===== config.mk =====
export PLATFORM = sky130hd
export DESIGN_NAME = pka_regs
export DESIGN_NICKNAME = d
export VERILOG_FILES = /design/src/rtl/pka_pkg.sv /design/src/rtl/pka_partner_latch.sv /design/src/rtl/pka_pause_resolve.sv /design/src/rtl/pka_regs.sv
export SDC_FILE = /design/constraint.sdc
export NUM_CORES = 1
export LEC_CHECK = 0
export ABC_AREA = 1
export BUFFER_PORTS_ARGS = -buffer_cell sky130_fd_sc_hd__buf_4
export CORE_MARGIN = 5
export CORE_UTILIZATION = 40
export DETAILED_ROUTE_END_ITERATION = 10
export HOLD_SLACK_MARGIN = 0.06
export SLEW_MARGIN = 10
export SYNTH_ARGS = -nofsm -noshare
export SYNTH_HDL_FRONTEND = slang
export SYNTH_HIERARCHICAL = 1
export SYNTH_SLANG_ARGS = --single-unit

===== constraint.sdc =====
create_clock -name mclk -period 1.92 [get_ports mclk]
set_input_delay 0.192 -clock mclk [delete_from_list [all_inputs] [get_ports mclk]]
set_output_delay 0.192 -clock mclk [all_outputs]
set_load 0.005 [all_outputs]

===== src/rtl/pka_pkg.sv =====
// Purpose: constants and types shared by the ability register bank
// Assumes: 16-bit management registers reached by 5-bit index
// Notes:   indices, field positions and reset values live here, except the identifier reset parameters of pka_regs
package pka_pkg;
    // register indices on the serial management interface
    localparam logic [4:0]  IDX_IDENT_LOW  = 5'h03;
    localparam logic [4:0]  IDX_ADVERTISE  = 5'h04;
    localparam logic [4:0]  IDX_PARTNER    = 5'h05;
    // second identifier register fields
    localparam int          ID_ORG_LSB     = 10;
    localparam int          ID_MODEL_LSB   = 4;
    localparam int          ID_REV_LSB     = 0;
    // advertisement register fields
    localparam int          ADV_RFAULT     = 13;
    localparam int          ADV_PAUSE_LSB  = 10;
    localparam int          ADV_100FD      = 8;
    localparam int          ADV_100        = 7;
    localparam int          ADV_10FD       = 6;
    localparam int          ADV_10         = 5;
    localparam logic [15:0] ADV_WR_MASK    = 16'h2DFF;
    localparam logic [15:0] ADV_RESET_BASE = 16'h0081;
    // partner ability register fields
    localparam int          LP_NEXT        = 15;
    localparam int          LP_ACK         = 14;
    localparam int          LP_RFAULT      = 13;
    localparam int          LP_PAUSE       = 10;
    localparam int          LP_T4          = 9;
    localparam int          LP_ABIL_LSB    = 5;
    localparam logic [15:0] LP_RESET       = 16'h0001;
    localparam logic [4:0]  SELECTOR_8023  = 5'h01;
    // pause encodings
    localparam logic [1:0]  PAUSE_NONE     = 2'h0;
    localparam logic [1:0]  PAUSE_SYM      = 2'h1;
    localparam logic [1:0]  PAUSE_ASYM     = 2'h2;
    localparam logic [1:0]  PAUSE_BOTH     = 2'h3;
    // mode strap value that offers every speed ability
    localparam logic [2:0]  STRAP_ALL      = 3'h7;
    // management frame layout
    localparam logic [5:0]  PRE_LEN        = 6'h20;
    localparam logic [4:0]  HDR_LAST       = 5'h0C;
    localparam logic [4:0]  DATA_BITS      = 5'h10;
    localparam logic [4:0]  TA_LAST        = 5'h01;
    localparam logic [1:0]  OP_READ        = 2'h2;
    localparam logic [1:0]  OP_WRITE       = 2'h1;

    typedef enum logic [2:0] {
        PKA_S_PRE,
        PKA_S_HDR,
        PKA_S_TA,
        PKA_S_RDATA,
        PKA_S_WTA,
        PKA_S_WDATA
    } pka_state_t;
endpackage


===== src/rtl/pka_partner_latch.sv =====
// Purpose: holds the ability word received from the link partner
// Assumes: lcw_valid pulses once per received base link code word
// Notes:   cleared by reset or by a restart of auto-negotiation
`timescale 1ns/10ps
module pka_partner_latch
    import pka_pkg::*;
(
    input  wire logic        mclk,        // management clock
    input  wire logic        nrst,        // synchronous reset, low
    input  wire logic        an_restart,  // clears partner view
    input  wire logic        lcw_valid,   // link code word received
    input  wire logic [15:0] lcw_data,    // received base page
    output logic      [15:0] lp_word      // partner register value
);
    logic [15:0] lp_q;

    // capture partner abilities; reserved bits kept at zero
    always_ff @(posedge mclk) begin
        if (!nrst) begin
            lp_q <= LP_RESET;
        end else if (lcw_valid) begin
            lp_q                 <= LP_RESET;
            lp_q[LP_NEXT]        <= lcw_data[LP_NEXT];
            lp_q[LP_ACK]         <= 1'b1;
            lp_q[LP_RFAULT]      <= lcw_data[LP_RFAULT];
            lp_q[LP_PAUSE]       <= lcw_data[LP_PAUSE];
            lp_q[LP_T4]          <= lcw_data[LP_T4];
            lp_q[8:LP_ABIL_LSB]  <= lcw_data[8:LP_ABIL_LSB];
        end else if (an_restart) begin
            // a code word arriving in the restart cycle outranks the clear
            lp_q <= LP_RESET;
        end
    end

    assign lp_word = {lp_q[15:5], SELECTOR_8023};
endmodule


===== src/rtl/pka_pause_resolve.sv =====
// Purpose: resolves advertised pause into one active pause kind
// Assumes: an_done stays high while negotiation is complete
// Notes:   both enables are low until negotiation completes
`timescale 1ns/10ps
module pka_pause_resolve
    import pka_pkg::*;
(
    input  wire logic       mclk,          // management clock
    input  wire logic       nrst,          // synchronous reset, low
    input  wire logic       an_done,       // negotiation complete
    input  wire logic [1:0] local_pause,   // advertised pause code
    input  wire logic       partner_pause, // partner supports pause
    output logic            pause_sym_en,  // symmetric pause in use
    output logic            pause_asym_en  // asymmetric pause in use
);
    logic sym_d;
    logic asym_d;

    always_comb begin
        sym_d  = 1'b0;
        asym_d = 1'b0;
        case (local_pause)
            PAUSE_SYM:  sym_d  = partner_pause;
            PAUSE_ASYM: asym_d = 1'b1;
            PAUSE_BOTH: begin
                sym_d  = partner_pause;
                asym_d = !partner_pause;
            end
            default: begin
                sym_d  = 1'b0;
                asym_d = 1'b0;
            end
        endcase
    end

    // register the outcome only while negotiation is complete
    always_ff @(posedge mclk) begin
        if (!nrst || !an_done) begin
            pause_sym_en  <= 1'b0;
            pause_asym_en <= 1'b0;
        end else begin
            pause_sym_en  <= sym_d;
            pause_asym_en <= asym_d;
        end
    end
endmodule


===== src/rtl/pka_regs.sv =====
// Purpose: identifier, advertisement and partner ability registers
//          behind a serial management slave
// Assumes: mdc and mdio_i are synchronous to mclk and mdc runs well
//          below half the mclk rate
// Notes:   only indices 3, 4 and 5 answer; other indices stay silent
`timescale 1ns/10ps

// Function
// - identifier bits 15:10 give organization identifier bits 19-24
// - identifier bits 9:4 give a six-bit model number
// - identifier bits 3:0 give a revision set by silicon revision
// - advertisement bit 13 holds the local remote fault, reset zero
// - advertisement bits 11:10 encode pause ability, reset 00
// - with both pause kinds offered only one is used after negotiation
// - advertisement bits 8..5 select offered speeds, bit 7 resets one
// - reset values of advertisement bits 8, 6, 5 come from mode straps
// - bits 4:0 of both registers carry selector 00001, writable in one
// - partner bit 14 is read-only and set once a code word arrives
// - partner bit 13 is read-only and mirrors partner remote fault
// - partner bit 10 is read-only and shows partner pause support
// - partner bits 8..5 are read-only partner speed abilities
// - partner bit 15 is read-only partner next page ability
// - partner bit 9 is read-only partner T4 ability
// - registers are reached by index over the management interface
module pka_regs
    import pka_pkg::*;
#(
    parameter logic [5:0] ORG_BITS = 6'h15, // arbitrary identity value
    parameter logic [5:0] MODEL    = 6'h2A, // arbitrary identity value
    parameter logic [3:0] REVISION = 4'h1   // arbitrary identity value
) (
    input  wire logic        mclk,          // management clock
    input  wire logic        nrst,          // synchronous reset, low
    input  wire logic [2:0]  mode_strap,    // mode straps
    input  wire logic [4:0]  phy_addr,      // own management address
    input  wire logic        mdc,           // management data clock
    input  wire logic        mdio_i,        // management data in
    output logic             mdio_o,        // management data out
    output logic             mdio_oe,       // high while driving mdio
    input  wire logic        an_restart,    // negotiation restarted
    input  wire logic        an_done,       // negotiation complete
    input  wire logic        lcw_valid,     // partner code word strobe
    input  wire logic [15:0] lcw_data,      // partner code word
    output logic      [15:0] adv_word,      // local page to advertise
    output logic      [15:0] partner_word,  // partner ability view
    output logic             pause_sym_en,  // symmetric pause active
    output logic             pause_asym_en  // asymmetric pause active
);
    import pka_pkg::*;

    pka_state_t  state_q;
    logic        mdc_q;
    logic        rise;
    logic [5:0]  pre_cnt_q;
    logic [4:0]  cnt_q;
    logic [12:0] hdr_q;
    logic [12:0] hdr_d;
    logic [15:0] wdat_q;
    logic [15:0] wdat_d;
    logic [15:0] rsh_q;
    logic        hit_q;
    logic        hdr_hit;
    logic        hdr_mapped;
    logic [4:0]  hdr_idx;
    logic [1:0]  hdr_op;
    logic        wr_pulse;
    logic [4:0]  wr_idx_q;
    logic [15:0] ident_q;
    logic [15:0] adv_q;
    logic [15:0] rd_data;
    logic [2:0]  strap_abil;

    // management clock rising edge, seen one mclk after it happens;
    // mdc idles high, so the history resets high to avoid a false rise
    always_ff @(posedge mclk) begin
        if (!nrst) begin
            mdc_q <= 1'b1;
        end else begin
            mdc_q <= mdc;
        end
    end

    assign rise = mdc && !mdc_q;

    // header and write data shift in msb first
    assign hdr_d      = {hdr_q[11:0], mdio_i};
    assign wdat_d     = {wdat_q[14:0], mdio_i};
    assign hdr_op     = hdr_d[11:10];
    assign hdr_idx    = hdr_d[4:0];
    assign hdr_hit    = (hdr_d[9:5] == phy_addr);
    assign hdr_mapped = (hdr_idx == IDX_IDENT_LOW)
                     || (hdr_idx == IDX_ADVERTISE)
                     || (hdr_idx == IDX_PARTNER);

    // frame sequencer: preamble, header, turnaround, data
    always_ff @(posedge mclk) begin
        if (!nrst) begin
            state_q   <= PKA_S_PRE;
            pre_cnt_q <= 6'h00;
            cnt_q     <= 5'h00;
            hit_q     <= 1'b0;
        end else if (rise) begin
            case (state_q)
                PKA_S_PRE: begin
                    cnt_q <= 5'h00;
                    if (mdio_i) begin
                        if (pre_cnt_q != PRE_LEN) begin
                            pre_cnt_q <= pre_cnt_q + 6'h01;
                        end
                    end else begin
                        pre_cnt_q <= 6'h00;
                        // first start bit after a full preamble
                        if (pre_cnt_q == PRE_LEN) begin
                            state_q <= PKA_S_HDR;
                        end
                    end
                end
                PKA_S_HDR: begin
                    cnt_q <= cnt_q + 5'h01;
                    if (cnt_q == HDR_LAST) begin
                        cnt_q <= 5'h00;
                        hit_q <= hdr_hit && hdr_mapped;
                        if (!hdr_d[12]) begin
                            state_q <= PKA_S_PRE;
                        end else if (hdr_op == OP_READ
                                     && hdr_hit && hdr_mapped) begin
                            state_q <= PKA_S_TA;
                        end else if (hdr_op == OP_WRITE) begin
                            state_q <= PKA_S_WTA;
                        end else begin
                            state_q <= PKA_S_PRE;
                        end
                    end
                end
                PKA_S_TA: begin
                    state_q <= PKA_S_RDATA;
                end
                PKA_S_RDATA: begin
                    cnt_q <= cnt_q + 5'h01;
                    if (cnt_q == DATA_BITS) begin
                        cnt_q   <= 5'h00;
                        state_q <= PKA_S_PRE;
                    end
                end
                PKA_S_WTA: begin
                    cnt_q <= cnt_q + 5'h01;
                    if (cnt_q == TA_LAST) begin
                        cnt_q   <= 5'h00;
                        state_q <= PKA_S_WDATA;
                    end
                end
                PKA_S_WDATA: begin
                    cnt_q <= cnt_q + 5'h01;
                    if (cnt_q == DATA_BITS - 5'h01) begin
                        cnt_q   <= 5'h00;
                        state_q <= PKA_S_PRE;
                    end
                end
                default: begin
                    state_q <= PKA_S_PRE;
                end
            endcase
        end
    end

    // header and write data shifters
    always_ff @(posedge mclk) begin
        if (!nrst) begin
            hdr_q  <= 13'h0000;
            wdat_q <= 16'h0000;
        end else if (rise) begin
            if (state_q == PKA_S_HDR) begin
                hdr_q <= hdr_d;
            end
            if (state_q == PKA_S_WDATA) begin
                wdat_q <= wdat_d;
            end
        end
    end

    // register index of the current frame
    always_ff @(posedge mclk) begin
        if (!nrst) begin
            wr_idx_q <= 5'h00;
        end else if (rise && state_q == PKA_S_HDR && cnt_q == HDR_LAST)
        begin
            wr_idx_q <= hdr_idx;
        end
    end

    // a write lands on the rise that samples the last data bit
    assign wr_pulse = rise && (state_q == PKA_S_WDATA)
                   && (cnt_q == DATA_BITS - 5'h01) && hit_q;

    // read data mux; unlisted indices select zero, but reads of them are never answered
    always_comb begin
        case (wr_idx_q)
            IDX_IDENT_LOW: rd_data = ident_q;
            IDX_ADVERTISE: rd_data = adv_q;
            IDX_PARTNER:   rd_data = partner_word;
            default:       rd_data = 16'h0000;
        endcase
    end

    // read driver: zero in the second turnaround bit, then 16 bits
    always_ff @(posedge mclk) begin
        if (!nrst) begin
            mdio_oe <= 1'b0;
            mdio_o  <= 1'b0;
            rsh_q   <= 16'h0000;
        end else if (rise) begin
            case (state_q)
                PKA_S_TA: begin
                    mdio_oe <= 1'b1;
                    mdio_o  <= 1'b0;
                    rsh_q   <= rd_data;
                end
                PKA_S_RDATA: begin
                    if (cnt_q == DATA_BITS) begin
                        mdio_oe <= 1'b0;
                        mdio_o  <= 1'b0;
                    end else begin
                        mdio_o <= rsh_q[15];
                        rsh_q  <= {rsh_q[14:0], 1'b0};
                    end
                end
                default: begin
                    mdio_oe <= 1'b0;
                    mdio_o  <= 1'b0;
                end
            endcase
        end
    end

    // strap decode: all-capable strap offers every duplex ability
    assign strap_abil = (mode_strap == STRAP_ALL) ? 3'h7 : 3'h0;

    // second identifier register, fully writable
    always_ff @(posedge mclk) begin
        if (!nrst) begin
            ident_q[15:ID_ORG_LSB]            <= ORG_BITS;
            ident_q[ID_ORG_LSB-1:ID_MODEL_LSB] <= MODEL;
            ident_q[ID_MODEL_LSB-1:ID_REV_LSB] <= REVISION;
        end else if (wr_pulse && wr_idx_q == IDX_IDENT_LOW) begin
            ident_q <= wdat_d;
        end
    end

    // advertisement register
    always_ff @(posedge mclk) begin
        if (!nrst) begin
            adv_q            <= ADV_RESET_BASE;
            adv_q[ADV_100FD] <= strap_abil[2];
            adv_q[ADV_10FD]  <= strap_abil[1];
            adv_q[ADV_10]    <= strap_abil[0];
        end else if (wr_pulse && wr_idx_q == IDX_ADVERTISE) begin
            adv_q <= wdat_d & ADV_WR_MASK;
        end
    end

    assign adv_word = adv_q;

    // partner view is written only by received code words and cleared by restart
    pka_partner_latch u_partner (
        .mclk       (mclk),
        .nrst       (nrst),
        .an_restart (an_restart),
        .lcw_valid  (lcw_valid),
        .lcw_data   (lcw_data),
        .lp_word    (partner_word)
    );

    pka_pause_resolve u_pause (
        .mclk          (mclk),
        .nrst          (nrst),
        .an_done       (an_done),
        .local_pause   (adv_q[ADV_PAUSE_LSB+1:ADV_PAUSE_LSB]),
        .partner_pause (partner_word[LP_PAUSE]),
        .pause_sym_en  (pause_sym_en),
        .pause_asym_en (pause_asym_en)
    );
endmodule

Yosys cells after proc, flatten, opt, wreduce, memory -nomap -nowiden
Index checks and enable logic that the tools add are counted.
- shifts and indexed selects: 0
- magnitude comparators: 0
- $mul: 0
- eq/ne operators: 33
- multiplexer cells: 30
- reductions and logical operators: 32
- $add $sub $neg: 2
- div/mod/pow operators: 0
- bitwise logic cells: 1
- operator list (kind ; count):
    $mux 16 ; 3
    $pmux 16 s3 ; 1
    $pmux 16 s2 ; 1
    $mux 3 ; 10
    $pmux 5 s5 ; 1
    $eq 5x3->1 const B ; 4
    $mux 5 ; 4
    $mux 9 ; 2
    $pmux 3 s6 ; 1
    $ne 2x2->1 const B ; 7
    $mux 6 ; 2
    $logic_and 1x1->1 ; 11
    $eq 5x2->1 const B ; 2
    $eq 5x4->1 const B ; 2
    $eq 3x3->1 const B ; 3
    $reduce_and 3->1 ; 3
    $reduce_and 2->1 ; 4
    $reduce_and 7->1 ; 1
    $add 6x1->6 const B ; 1
    $eq 2x2->1 const B ; 3
    $eq 3x2->1 const B ; 2
    $eq 6x6->1 const B ; 1
    $ne 6x6->1 const B ; 1
    $add 5x1->5 const B ; 1
    15 further kinds ; 27
- latch bits: 0
- output and inout port bits: 36
- memories: 0
- memory bits (writable): 0
- flip-flop bits (word level): 105
- ROM bits: 0

Logic depth before layout (Yosys ltp)
Gate-level depths: netlist of run 1.
- depth in word-level cells: 8
- gate-level depth with buffers: 12
- mapped depth without buffers: 12

Cells and area by module
The synthesis of run 1 kept the hierarchy.
- modules (own cells, without submodules) (module ; area each (um2) ; cells each ; instances ; sequential area each (um2)):
    pka_regs ; 4357.9 ; 612 ; 1 ; 1911.8
    pka_partner_latch ; 387.9 ; 48 ; 1 ; 180.2
    pka_pause_resolve ; 63.8 ; 8 ; 1 ; 40.0

Worst setup path after synthesis of run 1
OpenSTA, ideal clock, no wires.
- kind: register to register
- from: reg cnt_q[0]
- to: reg adv_q[5], in the netlist adv_word[5] (enable)
- slack: 0.089 ns
- cell stages (with the launch flop): 10
- arrival time: 1.528 ns
- setup time: 0.303 ns
- clock period less this slack: 1.831 ns
- path buffers: 1
- cell sequence: dfxtp_1 ha_1 nand3_1 inv_1 ha_1 inv_1 nor3_4 nand2_2 buf_4 nand2_1
- word-level cells in the longest chain between the ends: 5
- RTL lines (element ; RTL line ; source):
    start: declaration ; pka_regs.sv:55 ; logic [4:0] cnt_q;
    start signal: assignment ; pka_regs.sv:119 ; cnt_q <= cnt_q + 5'h01;
    start signal: assignment ; pka_regs.sv:139 ; cnt_q <= cnt_q + 5'h01;
    start signal: assignment ; pka_regs.sv:146 ; cnt_q <= cnt_q + 5'h01;
    $eq 5x4->1 ; pka_regs.sv:193 ; && (cnt_q == DATA_BITS - 5'h01) && hit_q;
    $logic_and 1x1->1 (2 in a row) ; pka_regs.sv:193 ;
    $logic_and 1x1->1 ; pka_regs.sv:256 ; end else if (wr_pulse && wr_idx_q == IDX_ADVERTISE) begin
    $ne 2x1->1 (no line) ; n/a ;
    end signal: indexed assignment ; pka_regs.sv:254 ; adv_q[ADV_10FD] <= strap_abil[1];
    end signal: indexed assignment ; pka_regs.sv:255 ; adv_q[ADV_10] <= strap_abil[0];
    end signal: assignment ; pka_regs.sv:257 ; adv_q <= wdat_d & ADV_WR_MASK;
    end: declaration ; pka_regs.sv:69 ; logic [15:0] adv_q;
Every way passes these cells.
A chain may end at the register's enable or synchronous reset.

==> impl_metrics.toml, run 1 <==
[outcome]
status = "finished, final reports clean"

[worst_setup_path]
r2r_slack_ps = 160
reg2regPathDepth = 9
crit_path_start_kind = "flop"
worst-path-max-fanout = 8
crit_end = "adv_word[6]$_DFFE_PP_"
timing.rr.start = "cnt_q[0]$_SDFFE_PN0P_"
endpoint_kind = "flop"
slowest_stage = "dfxtp_2"
cp_common_cell = "inv_1"
critPathArrivalTime_ps = 1940
critPathKind = "flop to flop"
cp.required_ps = 2100
reg2reg_to = "adv_word[6]$_DFFE_PP_"
cp-startpoint = "cnt_q[0]$_SDFFE_PN0P_"
worstPathCellList = "ha_2 -> nand3_1 -> inv_1 -> ha_1 -> inv_1 -> nor3_4 -> nand2_2 -> buf_4 -> o31ai_2"
crit_path_max_incr_delay_ps = 360

[route]
via_per_inst = 4.98
wl_met3_um = 521
wl_met2_um = 5150
drtPass1Iterations = 5
wire_per_inst_um = 13.2
ant_nets = 0
drt_iter0_drc = 243
routed_wl_um = 11500
via_count = 4326
routed.top_layer = "met4"
remaining_drc_errors = 0
wl_met1_um = 5580

[die]
die_y_um = 120
initial_core_util_pct = 40.4
core_area_um2 = 11900
io_pins = 67
die_x_um = 120
num_rows = 40
design.die.area_um2 = 14300

[layout]
most-common-layout-cells = "nand2_1 (152), dfxtp_1 (100), a21oi_1 (81)"
fillCellCount = 1207
final_common_cell = "nand2_1"
area_growth_pct = 17.3
nets = 755
diodes = 0
final_layout_size_suffix_gt1_share_pct = 14.1

[min_path]
hold_class = "input port to flop"

[placement]
io_buffers = 47
place.gp.congestion = 0.851
place_hpwl_um = 8510

[synthesis]
yosysUniqueCellTypes = 34
ys_seq_elements = 105
synthTopCellsByArea = "dfxtp_1 (42%), nand2_1 (12%), a21oi_1 (8.4%), o21ai_0 (7.8%), inv_1 (5.2%)"
ys_warn_count = 6
synth_top_area_cell = "dfxtp_1"
syn_area_um2 = 4810
async_reset_ff_share_pct = 0
synth-seq-area-share_pct = 44.3
synth_edf_count = 3
synth_flop_cell = "dfxtp_1"
avgSynthCellArea_um2 = 7.20
synth_top_area_share_pct = 42.5
syn_inst = 668

[clock_tree]
clock-sinks = 105
cts_buffer_depth = 2
cts_buffers = 9
cts_root_buffer = "clkbuf_16"
cts_htree_levels = 3
post_cts_buffers = 0
clk_pin_slew_ps = 70
cts_tree = "yes"
worstSkewPairLatency_ps = 350

[timing]
finalCriticalPeriod_ps = 1760
slew_violations = 0
finalHoldViolCount = 0
rsz0062_at_grt = "false"
post-route-period-util_pct = 91.5
setup_viol = 0
fin_tns_setup_ps = 0
fin_skew_ps = 8.19
clock.fmax_ghz = 0.569

[grt]
grt_pass1_wl_um = 19500
grt_usage_pct = 16.6
gr-total-overflow = 0
grt_pass1_vias = 4136
grt_max_degree = 41
antenna_found_initial = 0

[flow_run]
drv_cap = 0

[pwr]
power_per_cell_area_nw_per_um2 = 753
vdd_drop_max_mv = 0.372
power_mw = 4.25
power_leakage_nw = 2.36
[routing by layer]
metal | vias up | global-route usage [%]
met1 | 1957 | 22.4
met2 | 90 | 26.2
li1 | 2262 | -
met5 | - | 0
met3 | 17 | 3.11
met4 | 0 | 6.51
[worst min-delay path by stage]
| stage | slack (ps) | depth (start not counted) | to | startpoint |
|---|---|---|---|---|
| final | 70 | 3 | u_pause/pause_sym_en$_SDFF_PP0_ | an_done |
| after global routing | 70 | 3 | u_pause/pause_sym_en$_SDFF_PP0_ | an_done |
| after CTS | 70 | 3 | u_pause/pause_sym_en$_SDFF_PP0_ | an_done |
| after detailed placement | 410 | 3 | mdc_q$_SDFF_PN1_ | mdc |
| after global placement | 410 | 3 | mdc_q$_SDFF_PN1_ | mdc |
| after floorplan | 310 | 2 | u_pause/pause_sym_en$_SDFF_PP0_ | an_done |
[kinds of logic after synthesis]
group / count (synthesis) / synth area share [%]
buf+inv: 108 / 10.1
simple gates: 265 / 23.5
fa+ha+maj: 7 / 1.82
other cells: 3 / 0.234
xor+xnor: 3 / 0.546
flops: 105 / 44.3
compound gates: 177 / 19.5
[cells in the mapped netlist (2+ instances only)]
library cell  count
a211oi_1          7
a21oi_1          81
buf_2             8
buf_4            13
buf_6             3
clkbuf_1         14
conb_1            3
dfxtp_1         102
edfxtp_1          3
ha_1              7
inv_1            67
nand2_1         152
nand2_2           3
nand3_1          31
nand4_1           4
nor2_1           58
nor2_2            2
nor2_4            3
nor3_1            8
o211ai_1          8
o21ai_0          75
o21ai_1           2
o31ai_1           2
xnor2_1           2
[worst max-delay path, delay by kind of cell (launching register included)]
| family | cells | cell delay [ps] |
|---|---|---|
| AO/OA/AOI/OAI | 1 | 170 |
| adder cells (fa/ha/maj) | 2 | 340 |
| buffers and inverters | 3 | 330 |
| flip-flops | 1 | 360 |
| AND/OR/NAND/NOR | 3 | 400 |
[metrics by stage]
| stage | worst slack (ps) | utilization [%] | hold slack (ps) | cell area [µm²] | instances |
|---|---|---|---|---|---|
| 6_report | 164 | 47.4 | 69.9 | 5640 | 869 |
| 5_1_grt | 8.49 | 47.4 | 73.0 | 5640 | 869 |
| 4_1_cts | 16.8 | 47.2 | 67.7 | 5620 | 869 |
| 3_5_place_dp | 42.6 | 44.7 | 414 | 5320 | 852 |
| 3_3_place_gp | 78.6 | 44.7 | 411 | 5320 | 852 |
| 2_1_floorplan | 88.7 | - | 306 | 4840 | 676 |
[sequential cells by signal (all words and copies together), names as in the netlist]
signal and flops:
state_q 3, u_partner/lp_q 9, wr_idx_q 5, mdc_q 1
adv_word 12, ident_q 16, hdr_q 12, hit_q 1
u_pause/pause_asym_en 1, u_pause/pause_sym_en 1, mdio_oe 1, pre_cnt_q 6
cnt_q 5, rsh_q 16, wdat_q 15, mdio_o 1
[layout make-up]
class	instances	area [µm²]	share of cell area, %
Sequential cell	105	2130	37.8
Clock buffer	9	225	3.99
Inverter	69	259	4.59
Timing Repair Buffer	69	533	9.45
Clock inverter	7	68.8	1.22
Tap cell	147	184	3.26
Multi-Input combinational cell	463	2240	39.6
[repair_timing]
action,4_1_cts,5_1_grt
setup endpoints to repair,0,25
endpoints found under the hold margin,1,0
gates resized for setup,0,8
hold buffers,1,0
[power by group]
part           total (mW)  switching, mW  internal (mW)
combinational       0.192          0.109         0.0827
clock                1.84          0.826           1.01
sequential           2.22         0.0148           2.21
No activity file was read; power rests on OpenSTA's default activity.
==> inputs of run 2 (changes only) <==
Settings changed: CORE_MARGIN 5 to unset, CTS_CLUSTER_SIZE set to 16, REMOVE_ABC_BUFFERS set to 1.
==> impl_metrics.toml, run 2 (synthesis gave the netlist of run 1 again) <==
[outcome]
status = "complete, but fails checks"
violations = "design-rule violations"

[die]
die_x_um = 112
core_area_um2 = 11600
io_pins = 67
design.die.area_um2 = 12500
die_y_um = 112
initial_core_util_pct = 41.6
num_rows = 39

[clock_tree]
cts_root_buffer = "clkbuf_16"
cts_htree_levels = 3
cts_buffer_depth = 2
clock-sinks = 105
cts_tree = "yes"
clk_pin_slew_ps = 70
cts_buffers = 9
worstSkewPairLatency_ps = 360

[grt]
grt_max_degree = 38
antenna_found_initial = 0
grt_usage_pct = 19.1
grt_pass1_vias = 3998
gr-total-overflow = 0
grt_pass1_wl_um = 19100

[route]
ant_nets = 0
via_per_inst = 4.95
wire_per_inst_um = 12.8
via_count = 4303
routed_wl_um = 11200
remaining_drc_errors = 7
drtPass1Iterations = 10
drt_iter0_drc = 224

[timing]
finalCriticalPeriod_ps = 1800
slew_violations = 0
rsz0062_at_grt = "true"
finalHoldViolCount = 0
fin_skew_ps = 10.3
layout_setup_ws_ps = 117
post-route-period-util_pct = 93.9
clock.fmax_ghz = 0.555
setup_viol = 0

[pwr]
power_leakage_nw = 2.38
vdd_drop_max_mv = 0.441
power_per_cell_area_nw_per_um2 = 732
power_mw = 4.16

[worst_setup_path]
crit_path_start_kind = "flop"
slowest_stage = "dfxtp_2"
path_delay_family = "simple AND/OR/NAND/NOR gates"
worst-path-max-fanout = 5
crit_path_max_incr_delay_ps = 340
endpoint_kind = "flop"
cp_common_cell = "ha_2"
critPathArrivalTime_ps = 1990
crit_buf_inv = 3
worstPathCellList = "ha_2 -> nand3_1 -> inv_1 -> ha_2 -> inv_2 -> nor3_4 -> nand2_2 -> buf_4 -> o31ai_2"
critPathKind = "flop to flop"
cp.required_ps = 2110

[placement]
placed_cells = 853
place_hpwl_um = 8030
io_buffers = 47
place.gp.congestion = 0.810
place_ws_ps = 29.3
placed_cell_area_um2 = 5350

[layout]
nets = 761
most-common-layout-cells = "nand2_1 (151), dfxtp_1 (100), a21oi_1 (81)"
fin_area_um2 = 5680
final_common_cell = "nand2_1"
reg_top3 = "ident_q x16, rsh_q x16, wdat_q x15"
fin_util_pct = 49.1
area_growth_pct = 18.2
final_layout_size_suffix_gt1_share_pct = 15.5
fin_cells = 870
diodes = 0

[min_path]
hold_class = "input port to flop"

[flow_run]
drv_cap = 0
==> run 2: per-stage QoR <==
stage	hold WS, ps	TNS [ps]
after floorplan	261	-210
after global placement	411	0
after detailed placement	414	0
after CTS	85.1	0
after global routing	86.6	-69.9
final	92.5	0
==> run 2: layout make-up <==
cell class,count,area (µm²)
well taps,143,179
clock buffers,10,239
repair buffers,75,581
flip-flops and latches,105,2130
inverters,69,259
fillers,1148,5880
clock inverters,5,38.8
multi-input cells,463,2250
==> run 2: per-layer routing <==
metal | up-vias | routed length (µm) | GRT usage (%)
li1 | 2267 | - | -
met1 | 1941 | 5530 | 25.7
met2 | 83 | 5000 | 30.0
met4 | 0 | 170 | 8.20
met3 | 12 | 457 | 3.48
met5 | - | 0 | 0
==> run 2: final timing paths <==
| path | start | to | slack, ps | depth (start not counted) |
|---|---|---|---|---|
| hold / removal | lcw_data[9] | u_partner/lp_q[9]$_SDFFE_PN0P_ | 90 | 3 |
| setup / recovery | cnt_q[1]$_SDFFE_PN0P_ | adv_word[5]$_DFFE_PP_ | 120 | 9 |
| hold reg to reg | ident_q[11]$_SDFFE_PN0P_ | ident_q[11]$_SDFFE_PN0P_ | 450 | 2 |
| setup reg to reg | cnt_q[1]$_SDFFE_PN0P_ | adv_word[5]$_DFFE_PP_ | 120 | 9 |
==> run 2: tightest hold or removal path, stage by stage <==
cell and delay (ps):
buf_4 110, nand2_1 50, a21oi_1 50
==> run 2: report_power, final <==
part / total, mW / switching (mW) / internal, mW / leakage [nW]
logic: 0.190 / 0.108 / 0.0827 / 1.39
clock network: 1.75 / 0.830 / 0.917 / 0.135
registers: 2.22 / 0.0151 / 2.21 / 0.854
==> run 2: what timing repair did <==
item                                    in CTS  in global routing
hold buffers                                 2                  0
pin swaps                                    1                  1
endpoints found under the setup margin       1                 16
gates resized for setup                      0                 16
setup buffers                                0                  0
hold endpoints to repair                     2                  0
